[config.mk]
export PLATFORM = sky130hd
export DESIGN_NAME = mcr_core_regs
export DESIGN_NICKNAME = d
export VERILOG_FILES = /design/src/mcr_xmem_cycle.v /design/src/mcr_core_regs.v
export VERILOG_INCLUDE_DIRS = /design/src
export SDC_FILE = /design/constraint.sdc
export NUM_CORES = 1
export LEC_CHECK = 0
export BUFFER_PORTS_ARGS = -buffer_cell sky130_fd_sc_hd__buf_2
export CORE_MARGIN = 1
export CORE_UTILIZATION = 45
export CTS_CLUSTER_SIZE = 20
export DETAILED_ROUTE_END_ITERATION = 8
export GPL_ROUTABILITY_DRIVEN = 0
export GPL_TIMING_DRIVEN = 0
export PLACE_DENSITY = 0.69
export RECOVER_POWER = 50
export SETUP_SLACK_MARGIN = 0.1
export SYNTH_ARGS = -nofsm -noshare
export SYNTH_HDL_FRONTEND = slang
export SYNTH_SLANG_ARGS = --single-unit
[constraint.sdc]
create_clock -name clk_sys -period 8.92 [get_ports clk_sys]
set_clock_uncertainty 0.15 [all_clocks]
set_input_delay 0.446 -clock clk_sys [delete_from_list [all_inputs] [get_ports clk_sys]]
set_output_delay 0.446 -clock clk_sys [all_outputs]
set_load 0.01 [all_outputs]
[src/mcr_core_map.vh]
`ifndef MCR_CORE_MAP_VH
`define MCR_CORE_MAP_VH

// Register addresses on the core's register port
`define MCR_ADDR_PORT0_LATCH 8'h80
`define MCR_ADDR_STACK_POINTER 8'h81
`define MCR_ADDR_DPTR0_LOW 8'h82
`define MCR_ADDR_DPTR0_HIGH 8'h83
`define MCR_ADDR_DPTR1_LOW 8'h84
`define MCR_ADDR_DPTR1_HIGH 8'h85
`define MCR_ADDR_STRETCH_CTRL 8'h8E
`define MCR_ADDR_PORT1_LATCH 8'h90
`define MCR_ADDR_PORT1_DIR 8'h91
`define MCR_ADDR_PORT2_LATCH 8'hA0
`define MCR_ADDR_PORT2_DIR 8'hA1
`define MCR_ADDR_PORT0_DIR 8'hA2
`define MCR_ADDR_STATUS_WORD 8'hD0

// Status word field positions
`define MCR_PSW_CARRY 7
`define MCR_PSW_AUX_CARRY 6
`define MCR_PSW_USER_FLAG0 5
`define MCR_PSW_BANK_HIGH 4
`define MCR_PSW_BANK_LOW 3
`define MCR_PSW_OVERFLOW 2
`define MCR_PSW_USER_FLAG1 1
`define MCR_PSW_PARITY 0

// Stretch field position and width
`define MCR_STRETCH_MSB 2
`define MCR_STRETCH_LSB 0

// Reset values
`define MCR_RST_STACK_POINTER 8'h07
`define MCR_RST_PORT_LATCH 8'hFF
`define MCR_RST_PORT_DIR 8'h00
`define MCR_RST_DATA_PTR0 8'h00
`define MCR_RST_STATUS_WORD 8'h00
`define MCR_RST_PROGRAM_COUNTER 16'h0000
`define MCR_RST_STRETCH 3'h1

// Memory cycle timing, in MPU clock cycles beyond the stretch value, except the write strobe minimum, which is a floor
`define MCR_RD_EXTRA_CYCLES 4'h1
`define MCR_WR_ADDR_EXTRA_CYCLES 4'h2
`define MCR_WR_STROBE_MIN 4'h1

`endif

[src/mcr_xmem_cycle.v]
`include "mcr_core_map.vh"

module mcr_xmem_cycle #(
  parameter ADDR_W = 16,
  parameter DATA_W = 8
) (
  // Clock and reset
  input wire clk_sys,
  input wire rst,
  // Request from the core
  input wire start_rd,
  input wire start_wr,
  input wire [2:0] stretch,
  input wire [ADDR_W-1:0] req_addr,
  input wire [DATA_W-1:0] req_wdata,
  // Shared data memory strobes
  output reg [ADDR_W-1:0] mem_addr_r,
  output reg [DATA_W-1:0] mem_wdata_r,
  output reg mem_addr_valid_r,
  output reg mem_rd_r,
  output reg mem_wr_r,
  output reg busy_r,
  output reg done_r
);

  localparam ST_IDLE = 2'd0;
  localparam ST_READ = 2'd1;
  localparam ST_WRITE = 2'd2;

  reg [1:0] state_r; // Cycle state
  reg [3:0] cnt_r; // Cycle index within the address window
  reg [3:0] last_r; // Index of the last address cycle
  reg [3:0] wr_last_r; // Index of the last write strobe cycle
  wire [3:0] n_ext; // Stretch value widened to the counter

  assign n_ext = {1'b0, stretch};

  // Strobe sequencer; requests while busy are ignored
  always @(posedge clk_sys or posedge rst) begin
    if (rst) begin
      state_r <= ST_IDLE;
      cnt_r <= 4'h0;
      last_r <= 4'h0;
      wr_last_r <= 4'h0;
      mem_addr_r <= {ADDR_W{1'b0}};
      mem_wdata_r <= {DATA_W{1'b0}};
      mem_addr_valid_r <= 1'b0;
      mem_rd_r <= 1'b0;
      mem_wr_r <= 1'b0;
      busy_r <= 1'b0;
      done_r <= 1'b0;
    end else begin
      done_r <= 1'b0;
      case (state_r)
        ST_IDLE: begin
          cnt_r <= 4'h0;
          if (start_rd) begin
            // Address and read strobe both last N+1 cycles
            state_r <= ST_READ;
            last_r <= n_ext + `MCR_RD_EXTRA_CYCLES - 4'h1;
            mem_addr_r <= req_addr;
            mem_addr_valid_r <= 1'b1;
            mem_rd_r <= 1'b1;
            busy_r <= 1'b1;
          end else if (start_wr) begin
            // Address lasts N+2 cycles, strobe N cycles but never under one
            state_r <= ST_WRITE;
            last_r <= n_ext + `MCR_WR_ADDR_EXTRA_CYCLES - 4'h1;
            wr_last_r <= (n_ext == 4'h0) ? `MCR_WR_STROBE_MIN : n_ext;
            mem_addr_r <= req_addr;
            mem_wdata_r <= req_wdata;
            mem_addr_valid_r <= 1'b1;
            busy_r <= 1'b1;
          end
        end
        ST_READ: begin
          cnt_r <= cnt_r + 4'h1;
          if (cnt_r == last_r) begin
            // Window closes; the read data is sampled in this last cycle
            state_r <= ST_IDLE;
            mem_addr_valid_r <= 1'b0;
            mem_rd_r <= 1'b0;
            busy_r <= 1'b0;
            done_r <= 1'b1;
          end
        end
        ST_WRITE: begin
          cnt_r <= cnt_r + 4'h1;
          // Strobe sits inside the window so address is stable at both edges
          mem_wr_r <= (cnt_r < wr_last_r);
          if (cnt_r == last_r) begin
            state_r <= ST_IDLE;
            mem_addr_valid_r <= 1'b0;
            mem_wr_r <= 1'b0;
            busy_r <= 1'b0;
            done_r <= 1'b1;
          end
        end
        default: begin
          state_r <= ST_IDLE;
          mem_addr_valid_r <= 1'b0;
          mem_rd_r <= 1'b0;
          mem_wr_r <= 1'b0;
          busy_r <= 1'b0;
        end
      endcase
    end
  end

endmodule // mcr_xmem_cycle

[src/mcr_core_regs.v]
`include "mcr_core_map.vh"

// This block holds the programmer-visible state of the core.
// The instruction decoder drives the register port and the flow strobes.
// Everything here runs on clk_sys, with one asynchronous reset.
// Outputs are registered so that the rest of the core sees clean levels.
// Limitation: there is no atomic sixteen-bit pointer write.
// Software must write both pointer bytes on its own.
// Limitation: the stretch field is not checked for safe values.
// The decoder must not raise both push and pop in one cycle.
// If it does, the push wins and the pop is lost.
module mcr_core_regs #(
  parameter PORT_W = 8,
  parameter ADDR_W = 16
) (
  // Clock and reset
  input wire clk_sys,
  input wire rst,
  // Register port from the instruction decoder
  input wire [7:0] sfr_addr,
  input wire sfr_wr,
  input wire sfr_rd,
  input wire [7:0] sfr_wdata,
  output reg [7:0] sfr_rdata_r,
  // Accumulator and ALU flag results
  input wire [7:0] acc_value,
  input wire flag_we,
  input wire carry_in,
  input wire aux_carry_in,
  input wire overflow_in,
  // Stack and program flow
  input wire stack_push,
  input wire stack_pop,
  input wire pc_fetch,
  input wire pc_load,
  input wire [ADDR_W-1:0] pc_load_value,
  // Data pointer select and external data requests
  input wire data_ptr0_sel,
  input wire xmem_rd_req,
  input wire xmem_wr_req,
  input wire [7:0] xmem_wdata,
  // Core state seen by the rest of the core
  output reg [1:0] bank_select_r,
  output reg [7:0] stack_pointer_r,
  output reg [ADDR_W-1:0] program_counter_r,
  output reg [ADDR_W-1:0] code_index_addr_r,
  // Digital pins
  input wire [PORT_W-1:0] port0_pin_in,
  input wire [PORT_W-1:0] port1_pin_in,
  input wire [PORT_W-1:0] port2_pin_in,
  output reg [PORT_W-1:0] port0_latch_r,
  output reg [PORT_W-1:0] port1_latch_r,
  output reg [PORT_W-1:0] port2_latch_r,
  output reg [PORT_W-1:0] port0_direction_r,
  output reg [PORT_W-1:0] port1_direction_r,
  output reg [PORT_W-1:0] port2_direction_r,
  // Shared data memory cycle
  output wire [ADDR_W-1:0] mem_addr_r,
  output wire [7:0] mem_wdata_r,
  output wire mem_addr_valid_r,
  output wire mem_rd_r,
  output wire mem_wr_r,
  output wire xmem_busy_r,
  output wire xmem_done_r
);

  // Status word flags are kept as single bits.
  // That lets hardware updates touch a flag without the rest of the word.
  reg carry_flag_r; // Arithmetic carry
  reg aux_carry_flag_r; // Nibble carry for decimal adjust
  reg user_flag_zero_r; // Software flag
  reg user_flag_one_r; // Second software flag
  reg overflow_flag_r; // Signed overflow
  reg parity_flag_r; // Even parity over the accumulator
  // Pointer bytes are stored apart, since software loads them apart
  reg [7:0] data_ptr0_low_r; // First pointer, low byte
  reg [7:0] data_ptr0_high_r; // First pointer, high byte
  reg [7:0] data_ptr1_low_r; // Second pointer, low byte
  reg [7:0] data_ptr1_high_r; // Second pointer, high byte
  reg [2:0] stretch_r; // Extra cycles per data memory access
  wire [ADDR_W-1:0] data_ptr0_active; // Pointer chosen for this access
  wire [7:0] status_word; // Assembled status word
  reg [7:0] rdata_nxt; // Read mux result
  wire [ADDR_W-1:0] acc_wide; // Accumulator widened for indexing

  // Register write decode, shared by every write process.
  // A single function keeps each address match written the same way,
  // so a typo in one process cannot make a register alias another.
  function is_wr;
    input [7:0] addr;
    input [7:0] target;
    input we;
    begin
      is_wr = we && (addr == target);
    end
  endfunction

  // Status word assembled from its flags, most significant bit first.
  // The two bank bits sit in the middle of the word.
  assign status_word = {carry_flag_r, aux_carry_flag_r, user_flag_zero_r, bank_select_r,
                        overflow_flag_r, user_flag_one_r, parity_flag_r};
  assign data_ptr0_active = data_ptr0_sel ? {data_ptr1_high_r, data_ptr1_low_r}
                                : {data_ptr0_high_r, data_ptr0_low_r};
  // Pointer chosen by the select level, shared by code and data accesses.
  // Zero-extend the accumulator to the address width for indexing.
  assign acc_wide = {{(ADDR_W-8){1'b0}}, acc_value};

  // Status word: ALU results beat a software write in the same cycle.
  // The later assignment wins, so the ALU block sits below the write.
  // Bank bits only change by a software write.
  // The bank base is bank times eight in the internal data space.
  always @(posedge clk_sys or posedge rst) begin
    if (rst) begin
      carry_flag_r <= 1'b0;
      aux_carry_flag_r <= 1'b0;
      user_flag_zero_r <= 1'b0;
      bank_select_r <= 2'b00;
      overflow_flag_r <= 1'b0;
      user_flag_one_r <= 1'b0;
      parity_flag_r <= 1'b0;
    end else begin
      // Parity follows the accumulator every cycle and ignores writes
      parity_flag_r <= ^acc_value;
      if (is_wr(sfr_addr, `MCR_ADDR_STATUS_WORD, sfr_wr)) begin
        carry_flag_r <= sfr_wdata[`MCR_PSW_CARRY];
        aux_carry_flag_r <= sfr_wdata[`MCR_PSW_AUX_CARRY];
        user_flag_zero_r <= sfr_wdata[`MCR_PSW_USER_FLAG0];
        bank_select_r <= {sfr_wdata[`MCR_PSW_BANK_HIGH], sfr_wdata[`MCR_PSW_BANK_LOW]};
        overflow_flag_r <= sfr_wdata[`MCR_PSW_OVERFLOW];
        user_flag_one_r <= sfr_wdata[`MCR_PSW_USER_FLAG1];
      end
      if (flag_we) begin
        // Hardware flag update wins over a software write
        carry_flag_r <= carry_in;
        aux_carry_flag_r <= aux_carry_in;
        overflow_flag_r <= overflow_in;
      end
    end
  end

  // Stack pointer: software write wins, else pre-increment on push.
  // Wrap from the top of the byte is silent; software owns the depth.
  // After reset the first pushed byte lands one above the reset value.
  always @(posedge clk_sys or posedge rst) begin
    if (rst) begin
      stack_pointer_r <= `MCR_RST_STACK_POINTER;
    end else if (is_wr(sfr_addr, `MCR_ADDR_STACK_POINTER, sfr_wr)) begin
      stack_pointer_r <= sfr_wdata;
    end else if (stack_push) begin
      // Push writes memory at the new value, one cycle later
      stack_pointer_r <= stack_pointer_r + 8'h01;
    end else if (stack_pop) begin
      stack_pointer_r <= stack_pointer_r - 8'h01;
    end
  end

  // Data pointer bytes, each an ordinary register.
  // A byte written while a memory cycle runs does not move that cycle,
  // because the cycle generator latched its address at the request.
  always @(posedge clk_sys or posedge rst) begin
    if (rst) begin
      data_ptr0_low_r <= `MCR_RST_DATA_PTR0;
      data_ptr0_high_r <= `MCR_RST_DATA_PTR0;
      data_ptr1_low_r <= `MCR_RST_DATA_PTR0;
      data_ptr1_high_r <= `MCR_RST_DATA_PTR0;
    end else begin
      if (is_wr(sfr_addr, `MCR_ADDR_DPTR0_LOW, sfr_wr)) begin
        data_ptr0_low_r <= sfr_wdata;
      end
      if (is_wr(sfr_addr, `MCR_ADDR_DPTR0_HIGH, sfr_wr)) begin
        data_ptr0_high_r <= sfr_wdata;
      end
      if (is_wr(sfr_addr, `MCR_ADDR_DPTR1_LOW, sfr_wr)) begin
        data_ptr1_low_r <= sfr_wdata;
      end
      if (is_wr(sfr_addr, `MCR_ADDR_DPTR1_HIGH, sfr_wr)) begin
        data_ptr1_high_r <= sfr_wdata;
      end
    end
  end

  // Indexed code address is registered, so it trails the pointer by a cycle.
  // The register keeps the adder off the code memory address path.
  // The decoder must allow for the extra cycle of lag.
  always @(posedge clk_sys or posedge rst) begin
    if (rst) begin
      code_index_addr_r <= {ADDR_W{1'b0}};
    end else begin
      code_index_addr_r <= data_ptr0_active + acc_wide;
    end
  end

  // Program counter: a jump load takes priority over the increment.
  // A load and a fetch in one cycle land on the load target.
  // The counter wraps silently at the top of code space.
  always @(posedge clk_sys or posedge rst) begin
    if (rst) begin
      program_counter_r <= `MCR_RST_PROGRAM_COUNTER;
    end else if (pc_load) begin
      program_counter_r <= pc_load_value;
    end else if (pc_fetch) begin
      // One step per opcode or operand byte read from code memory
      program_counter_r <= program_counter_r + {{(ADDR_W-1){1'b0}}, 1'b1};
    end
  end

  // Port latches and direction registers.
  // Latches reset high and directions low, so pins start undriven.
  // That keeps the board safe until software chooses outputs.
  always @(posedge clk_sys or posedge rst) begin
    if (rst) begin
      port0_latch_r <= {PORT_W{1'b1}};
      port1_latch_r <= {PORT_W{1'b1}};
      port2_latch_r <= {PORT_W{1'b1}};
      port0_direction_r <= {PORT_W{1'b0}};
      port1_direction_r <= {PORT_W{1'b0}};
      port2_direction_r <= {PORT_W{1'b0}};
    end else begin
      // Latch bits go straight to the pin drivers
      if (is_wr(sfr_addr, `MCR_ADDR_PORT0_LATCH, sfr_wr)) begin
        port0_latch_r <= sfr_wdata[PORT_W-1:0];
      end
      if (is_wr(sfr_addr, `MCR_ADDR_PORT1_LATCH, sfr_wr)) begin
        port1_latch_r <= sfr_wdata[PORT_W-1:0];
      end
      if (is_wr(sfr_addr, `MCR_ADDR_PORT2_LATCH, sfr_wr)) begin
        port2_latch_r <= sfr_wdata[PORT_W-1:0];
      end
      // Direction bits are the pin output enables
      if (is_wr(sfr_addr, `MCR_ADDR_PORT0_DIR, sfr_wr)) begin
        port0_direction_r <= sfr_wdata[PORT_W-1:0];
      end
      if (is_wr(sfr_addr, `MCR_ADDR_PORT1_DIR, sfr_wr)) begin
        port1_direction_r <= sfr_wdata[PORT_W-1:0];
      end
      if (is_wr(sfr_addr, `MCR_ADDR_PORT2_DIR, sfr_wr)) begin
        port2_direction_r <= sfr_wdata[PORT_W-1:0];
      end
    end
  end

  // Stretch field; any value is accepted, though only the reset value
  // keeps the shared memory arbitration safe.
  // Upper bits of the byte are dropped and read back as zero.
  // A new value only applies to the next memory request.
  always @(posedge clk_sys or posedge rst) begin
    if (rst) begin
      // Reset value is the one that keeps shared memory access safe
      stretch_r <= `MCR_RST_STRETCH;
    end else if (is_wr(sfr_addr, `MCR_ADDR_STRETCH_CTRL, sfr_wr)) begin
      stretch_r <= sfr_wdata[`MCR_STRETCH_MSB:`MCR_STRETCH_LSB];
    end
  end

  // Read mux; unmapped addresses read as zero.
  // The parity bit in the status word is read, never written.
  // Port reads return pin levels, so undriven pins show the board.
  always @* begin
    rdata_nxt = 8'h00;
    case (sfr_addr)
      // Ports read the pins, not the latch, so output pins read back too
      `MCR_ADDR_PORT0_LATCH: rdata_nxt = port0_pin_in;
      `MCR_ADDR_PORT1_LATCH: rdata_nxt = port1_pin_in;
      `MCR_ADDR_PORT2_LATCH: rdata_nxt = port2_pin_in;
      `MCR_ADDR_PORT0_DIR: rdata_nxt = port0_direction_r;
      `MCR_ADDR_PORT1_DIR: rdata_nxt = port1_direction_r;
      `MCR_ADDR_PORT2_DIR: rdata_nxt = port2_direction_r;
      `MCR_ADDR_STACK_POINTER: rdata_nxt = stack_pointer_r;
      `MCR_ADDR_DPTR0_LOW: rdata_nxt = data_ptr0_low_r;
      `MCR_ADDR_DPTR0_HIGH: rdata_nxt = data_ptr0_high_r;
      `MCR_ADDR_DPTR1_LOW: rdata_nxt = data_ptr1_low_r;
      `MCR_ADDR_DPTR1_HIGH: rdata_nxt = data_ptr1_high_r;
      `MCR_ADDR_STRETCH_CTRL: rdata_nxt = {5'h00, stretch_r};
      `MCR_ADDR_STATUS_WORD: rdata_nxt = status_word;
      default: rdata_nxt = 8'h00;
    endcase
  end

  // Read data is registered and holds until the next read.
  // Holding it lets the decoder take the byte a cycle late.
  always @(posedge clk_sys or posedge rst) begin
    if (rst) begin
      sfr_rdata_r <= 8'h00;
    end else if (sfr_rd) begin
      sfr_rdata_r <= rdata_nxt;
    end
  end

  // Data memory cycle generator, addressed by the selected pointer.
  // It latches address, data and stretch at the request edge.
  // Requests while it is busy are dropped, so the decoder must wait
  // for the done pulse before it asks again.
  mcr_xmem_cycle #(
    .ADDR_W(ADDR_W),
    .DATA_W(8)
  ) u_xmem (
    .clk_sys(clk_sys),
    .rst(rst),
    .start_rd(xmem_rd_req),
    .start_wr(xmem_wr_req),
    .stretch(stretch_r),
    .req_addr(data_ptr0_active),
    .req_wdata(xmem_wdata),
    .mem_addr_r(mem_addr_r),
    .mem_wdata_r(mem_wdata_r),
    .mem_addr_valid_r(mem_addr_valid_r),
    .mem_rd_r(mem_rd_r),
    .mem_wr_r(mem_wr_r),
    .busy_r(xmem_busy_r),
    .done_r(xmem_done_r)
  );

endmodule // mcr_core_regs

After elaboration in Yosys (flattened, before gate mapping). Cells that the tools add are included.

Memories: 0. Bits in latches: 0. Bits in read-only memories: 0. Input bits: 87. Memory bits (writable): 0. Register bits after elaboration: 181. Logic and storage cells: 124.

Multiply operators: 0. $add $sub $neg: 9. Bitwise operators: 2. Magnitude comparators: 1. Shift-type cells: 0. Muxes and demuxes: 33. Reduce and logical (&&, ||, !) cells: 27. Divide/modulo/power cells: 0. Eq/ne operators: 20.

Operators with widths (number): $eq A8 B8 Y1 const B (13); $pmux W8 S13 (1); $mux W16 (5); $mux W8 (3); $add A16 B1 Y16 const B (1); $add A16 B8 Y16 (1); $logic_and A1 B1 Y1 (13); $mux W1 (13); $add A8 B1 Y8 const B (1); $mux W4 (2); $pmux W4 S2 (1); $reduce_bool A2 Y1 (4); $reduce_xor A8 Y1 (1); $sub A4 B1 Y4 const B (2); $sub A8 B1 Y8 const B (1); $mux W2 (3); $reduce_and A3 Y1 (2); $add A3 B1 Y4 const B (1); $add A3 B2 Y4 const B (1); $add A4 B1 Y4 const B (1); $eq A4 B4 Y1 (1); $logic_not A4 Y1 (1); $lt A4 B4 Y1 (1); $ne A2 B1 Y1 const B (2); 13 further kinds (17).

Logic depth before layout (Yosys ltp).
Word-level depth: 4. Mapped depth: 11.

Modules after synthesis. From an unflattened synthesis, not the netlist that was laid out.

Cell total of the unflattened synthesis: 842. Area total of the unflattened synthesis: 9648.0 µm².

Modules (own cells, without submodules): mcr_core_regs (instances 1, area an instance 7757.4 µm², cells each 696); mcr_xmem_cycle (instances 1, area an instance 1890.6 µm², cells each 146).

Worst setup path after synthesis. OpenSTA, ideal clock, no wires.

Path kind: input -> register. Start: input data_ptr0_sel. End: register code_index_addr_r[15]. Path buffers: 2. Data arrival time: 2773 ps. Stages: 9. Path slack: 5867 ps. Data required time: 8640 ps. Setup time: 130 ps. Cells stage by stage: buf_4 -> buf_1 -> mux2_2 -> ha_1 -> or3_1 -> o41ai_2 -> nand3b_1 -> nor4_1 -> xnor2_1.

Cells in the longest elaborated chain, start to end: 2.

Ends and longest elaborated chain: start, declared (RTL line mcr_core_regs.v:38) `input wire data_ptr0_sel,`; $mux W16 (RTL line mcr_core_regs.v:102) `assign data_ptr0_active = data_ptr0_sel ? {data_ptr1_high_r, data_ptr1_low_r}`; net data_ptr0_active[6] (RTL line mcr_core_regs.v:81) `wire [ADDR_W-1:0] data_ptr0_active;`; $add A16 B8 Y16 (RTL line mcr_core_regs.v:189) `code_index_addr_r <= data_ptr0_active + acc_wide;`; end signal, assigned (RTL line mcr_core_regs.v:187) `code_index_addr_r <= {ADDR_W{1'b0}};`; end signal, assigned (RTL line mcr_core_regs.v:189); end, declared (RTL line mcr_core_regs.v:46) `output reg [ADDR_W-1:0] code_index_addr_r,`.

The timed path passes the listed nets, and every way through them passes these cells. A chain may end at the register's enable or synchronous reset.

==> results_dict.tcl <==
set metrics [dict create \
    finalNetCount 1156 \
    cap_violations 1 \
    cp_max_fo 88 \
    layout_commonest_cell "dfrtp_1" \
    cts_hold_buf 1 \
    grt-ovfl-total 0 \
    final_cell_area_sq_mm 0.0111 \
    worst-endpoint-arrival_ps 3440 \
    antenna_found_initial 2 \
    critPathCaptureType "asynchronous set/reset pin" \
    post_dp_cell_area_sq_mm 0.0106 \
    worstPathRequired_ps 8610 \
    synthArstFlopShare_pct 100 \
    synth_edf_count 0 \
    cts_tree "built" \
    dieArea_sq_mm 0.0211 \
    synth-compound-area-share_pct 10.9 \
    worstMarginPinSlew_ps 4070 \
    io_pins 214 \
    die_x_um 145 \
    syn-num-nets 928 \
    powerDensity_mw_per_mm2 214 \
    cts.clk_slew.worst_paths_ps 70 \
    muxShareOfSynthArea_pct 18.6 \
    power_frac_comb_pct 25.1 \
    r2r_setup_slack_ps 6080 \
    drtPass1Iterations 6 \
    synthAdderAreaFrac_pct 3.69 \
    ant_nets 0 \
    hold_path_class "in2reg" \
    root_buffer "clkbuf_16" \
    peakVddDrop_uv 156 \
    p_int_uw 1580 \
    status "finished, violations left" \
    clock.fmax_ghz 0.267 \
    drv_slew 88 \
    seq_power_share_pct 43.2 \
    yosysWarningCount 0 \
    violations "max-capacitance violations, max-slew violations" \
    syn_avg_cell_area_sq_um 11.3 \
    port_buffers 207 \
    reg2reg_depth 9 \
    area_growth_pct 19.8 \
    min_to "program_counter_r[14]" \
    initial_core_util_pct 45.8 \
    worstSkewPairLatency_ps 440 \
    rsz0062_at_grt "no" \
    switching_share_pct 33.3 \
    clock_sinks 180 \
    yosys.area_share.simple_pct 10.2 \
    synth.distinct_cells 61 \
    numCtsBuffers 17 \
    setup_violations 0 \
    hold_depth 3 \
    fp.dieH_um 145 \
    p_switching_uw 790 \
    relSlewSlack_pct -172 \
    clockPowerShare_pct 31.7 \
    grt.total_usage_pct 24.2 \
    coreArea_sq_mm 0.0202 \
    r2r_end "code_index_addr_r[15]" \
    synth-seq-cells 180 \
    grt_max_degree 94 \
    finalNonFillerCells 1327 \
    rows 52 \
    period_share_pct 42.0 \
    final.min_clock_period_ps 3750 \
    drt_iter0_drc 579 \
    vias_per_cell 5.50 \
    hold_viol 0 \
    ys_seq_area_share_pct 49.2 \
    synthesis.area_sq_mm 0.00923 \
    reg2reg_from "data_ptr1_low_r[1]" \
    fin_tns_setup_ps 0 \
    dpl.hpwl_um 18300 \
    crit_type "in2async" \
    hold_start "pc_load_value[14]" \
    post_cts_buffers 0 \
    grt_pass1_wl_um 39500 \
    synth_top_family_by_area "multiplexers" \
    htree_levels 4 \
    cellLeakagePower_uw 0.00505 \
    num_vias 7304 \
    cts_resized 0 \
    drive_above_1_share_pct 26.8 \
    grt_pass1_vias 7182 \
    fin_util_pct 54.8 \
    layout_common_cells "dfrtp_1 (152), clkbuf_1 (149), mux2_2 (119)" \
    dp_cells 1293 \
    syn_inst 815 \
    synth_xor_area_share_pct 4.56 \
    synthFlopType "dfrtp_1" \
    start_kind "input port" \
    drc 0 \
    clockBufferDepth 2 \
    wl_per_cell_um 19.1 \
    finalPower_uw 2370 \
    drt_wl_total_um 25300 \
]
## synth_stat cells (all sizes together) (3+ instances only)
cell type / n / area [sq um]
o211ai: 4 / 30.0
mux2: 121 / 1360
dfrtp: 152 / 3800
a221o: 4 / 40.0
mux2i: 33 / 330
nand2: 66 / 250
clkbuf: 24 / 91.3
a22o: 9 / 78.8
and2: 4 / 25.0
nand2b: 7 / 43.8
a21oi: 35 / 175
buf: 16 / 77.6
a22oi: 9 / 67.6
a21o: 5 / 37.5
nand3: 18 / 95.1
o22ai: 6 / 37.5
xor2: 14 / 123
a221oi: 4 / 35.0
a211oi: 4 / 30.0
o221ai: 3 / 26.3
ha: 24 / 300
nor3b: 6 / 45.0
dfstp: 28 / 736
nor4: 3 / 33.8
o41ai: 4 / 42.6
nor2b: 6 / 37.5
nor2: 38 / 145
and3: 4 / 25.0
or2: 3 / 18.8
nand3b: 4 / 30.0
inv: 26 / 97.6
xnor2: 34 / 298
o21ai: 56 / 280
a32o: 3 / 30.0
nand4: 9 / 75.1
nor3: 7 / 35.0
## through the flow
step                setup slack, ps  hold slack (ps)
floorplan                      3480              295
global placement               1290              308
detailed placement             5150              316
CTS                            5590             48.3
global route                   4530             77.4
finish                         5170             58.0
## sequential cells by signal, summed over array words and instances (netlist names), 3 cells and up
register,count
data_ptr0_high_r,8
u_xmem.wr_last_r,3
data_ptr0_low_r,8
program_counter_r,16
port1_latch_r,8
data_ptr1_low_r,8
code_index_addr_r,16
sfr_rdata_r,8
u_xmem.last_r,4
u_xmem.mem_addr_r,16
data_ptr1_high_r,8
port2_latch_r,8
u_xmem.mem_wdata_r,8
stack_pointer_r,8
port1_direction_r,8
port0_latch_r,8
port2_direction_r,8
u_xmem.cnt_r,4
stretch_r,3
port0_direction_r,8
## worst max path at each step
stage | startpoint | end | slack (ps) | cells past startpoint
2_1_floorplan | rst | aux_carry_flag_r | 3480 | 1
3_3_place_gp | rst | u_xmem.mem_wdata_r[7] | 1290 | 2
3_5_place_dp | data_ptr0_sel | code_index_addr_r[15] | 5150 | 11
4_1_cts | data_ptr0_sel | code_index_addr_r[15] | 5590 | 11
5_1_grt | rst | bank_select_r[1] | 4530 | 3
6_report | rst | port1_direction_r[4] | 5170 | 3
## kinds of logic (layout without fill, tap and decap cells)
| family | after synthesis | in the layout |
|---|---|---|
| AO/OA/AOI/OAI | 157 | 157 |
| XOR/XNOR | 48 | 48 |
| AND/OR/NAND/NOR | 183 | 183 |
| buffers and inverters | 66 | 307 |
| multiplexers | 155 | 155 |
| other | 0 | 1 |
| adder cells (fa/ha/maj) | 26 | 26 |
| flip-flops | 180 | 180 |
## power groups by stage
stage               clock, uW  combinational, uW  sequential (uW)
floorplan                   0                375             1060
global placement            0                598             1030
detailed placement          0                615             1040
CTS                       764                618             1020
global route              800                661             1040
finish                    751                594             1020
## cell type report
type	instances	area (sq um)
inverter	26	98.8
clock buffer	18	450
antenna	1	2.50
timing repair buffer	209	918
clock inverter	14	130
fill	1854	9120
sequential	180	4540
buffer	40	169
multi-input combinational	569	4410
tap	270	338
## layer usage
metal  wire (um)  vias up  global-route usage [%]
met5          10        -                       0
met4         729        2                    9.32
met1       11500     3572                    33.1
met3        1390       56                    4.25
met2       11700      286                    38.5
li1            -     3388                       -
## critical path, cell delays in order
cell and delay [ps]:
dlygate4sd3_1 530, buf_2 120, clkinvlp_2 2280
Power figures use the tool's default switching activity.
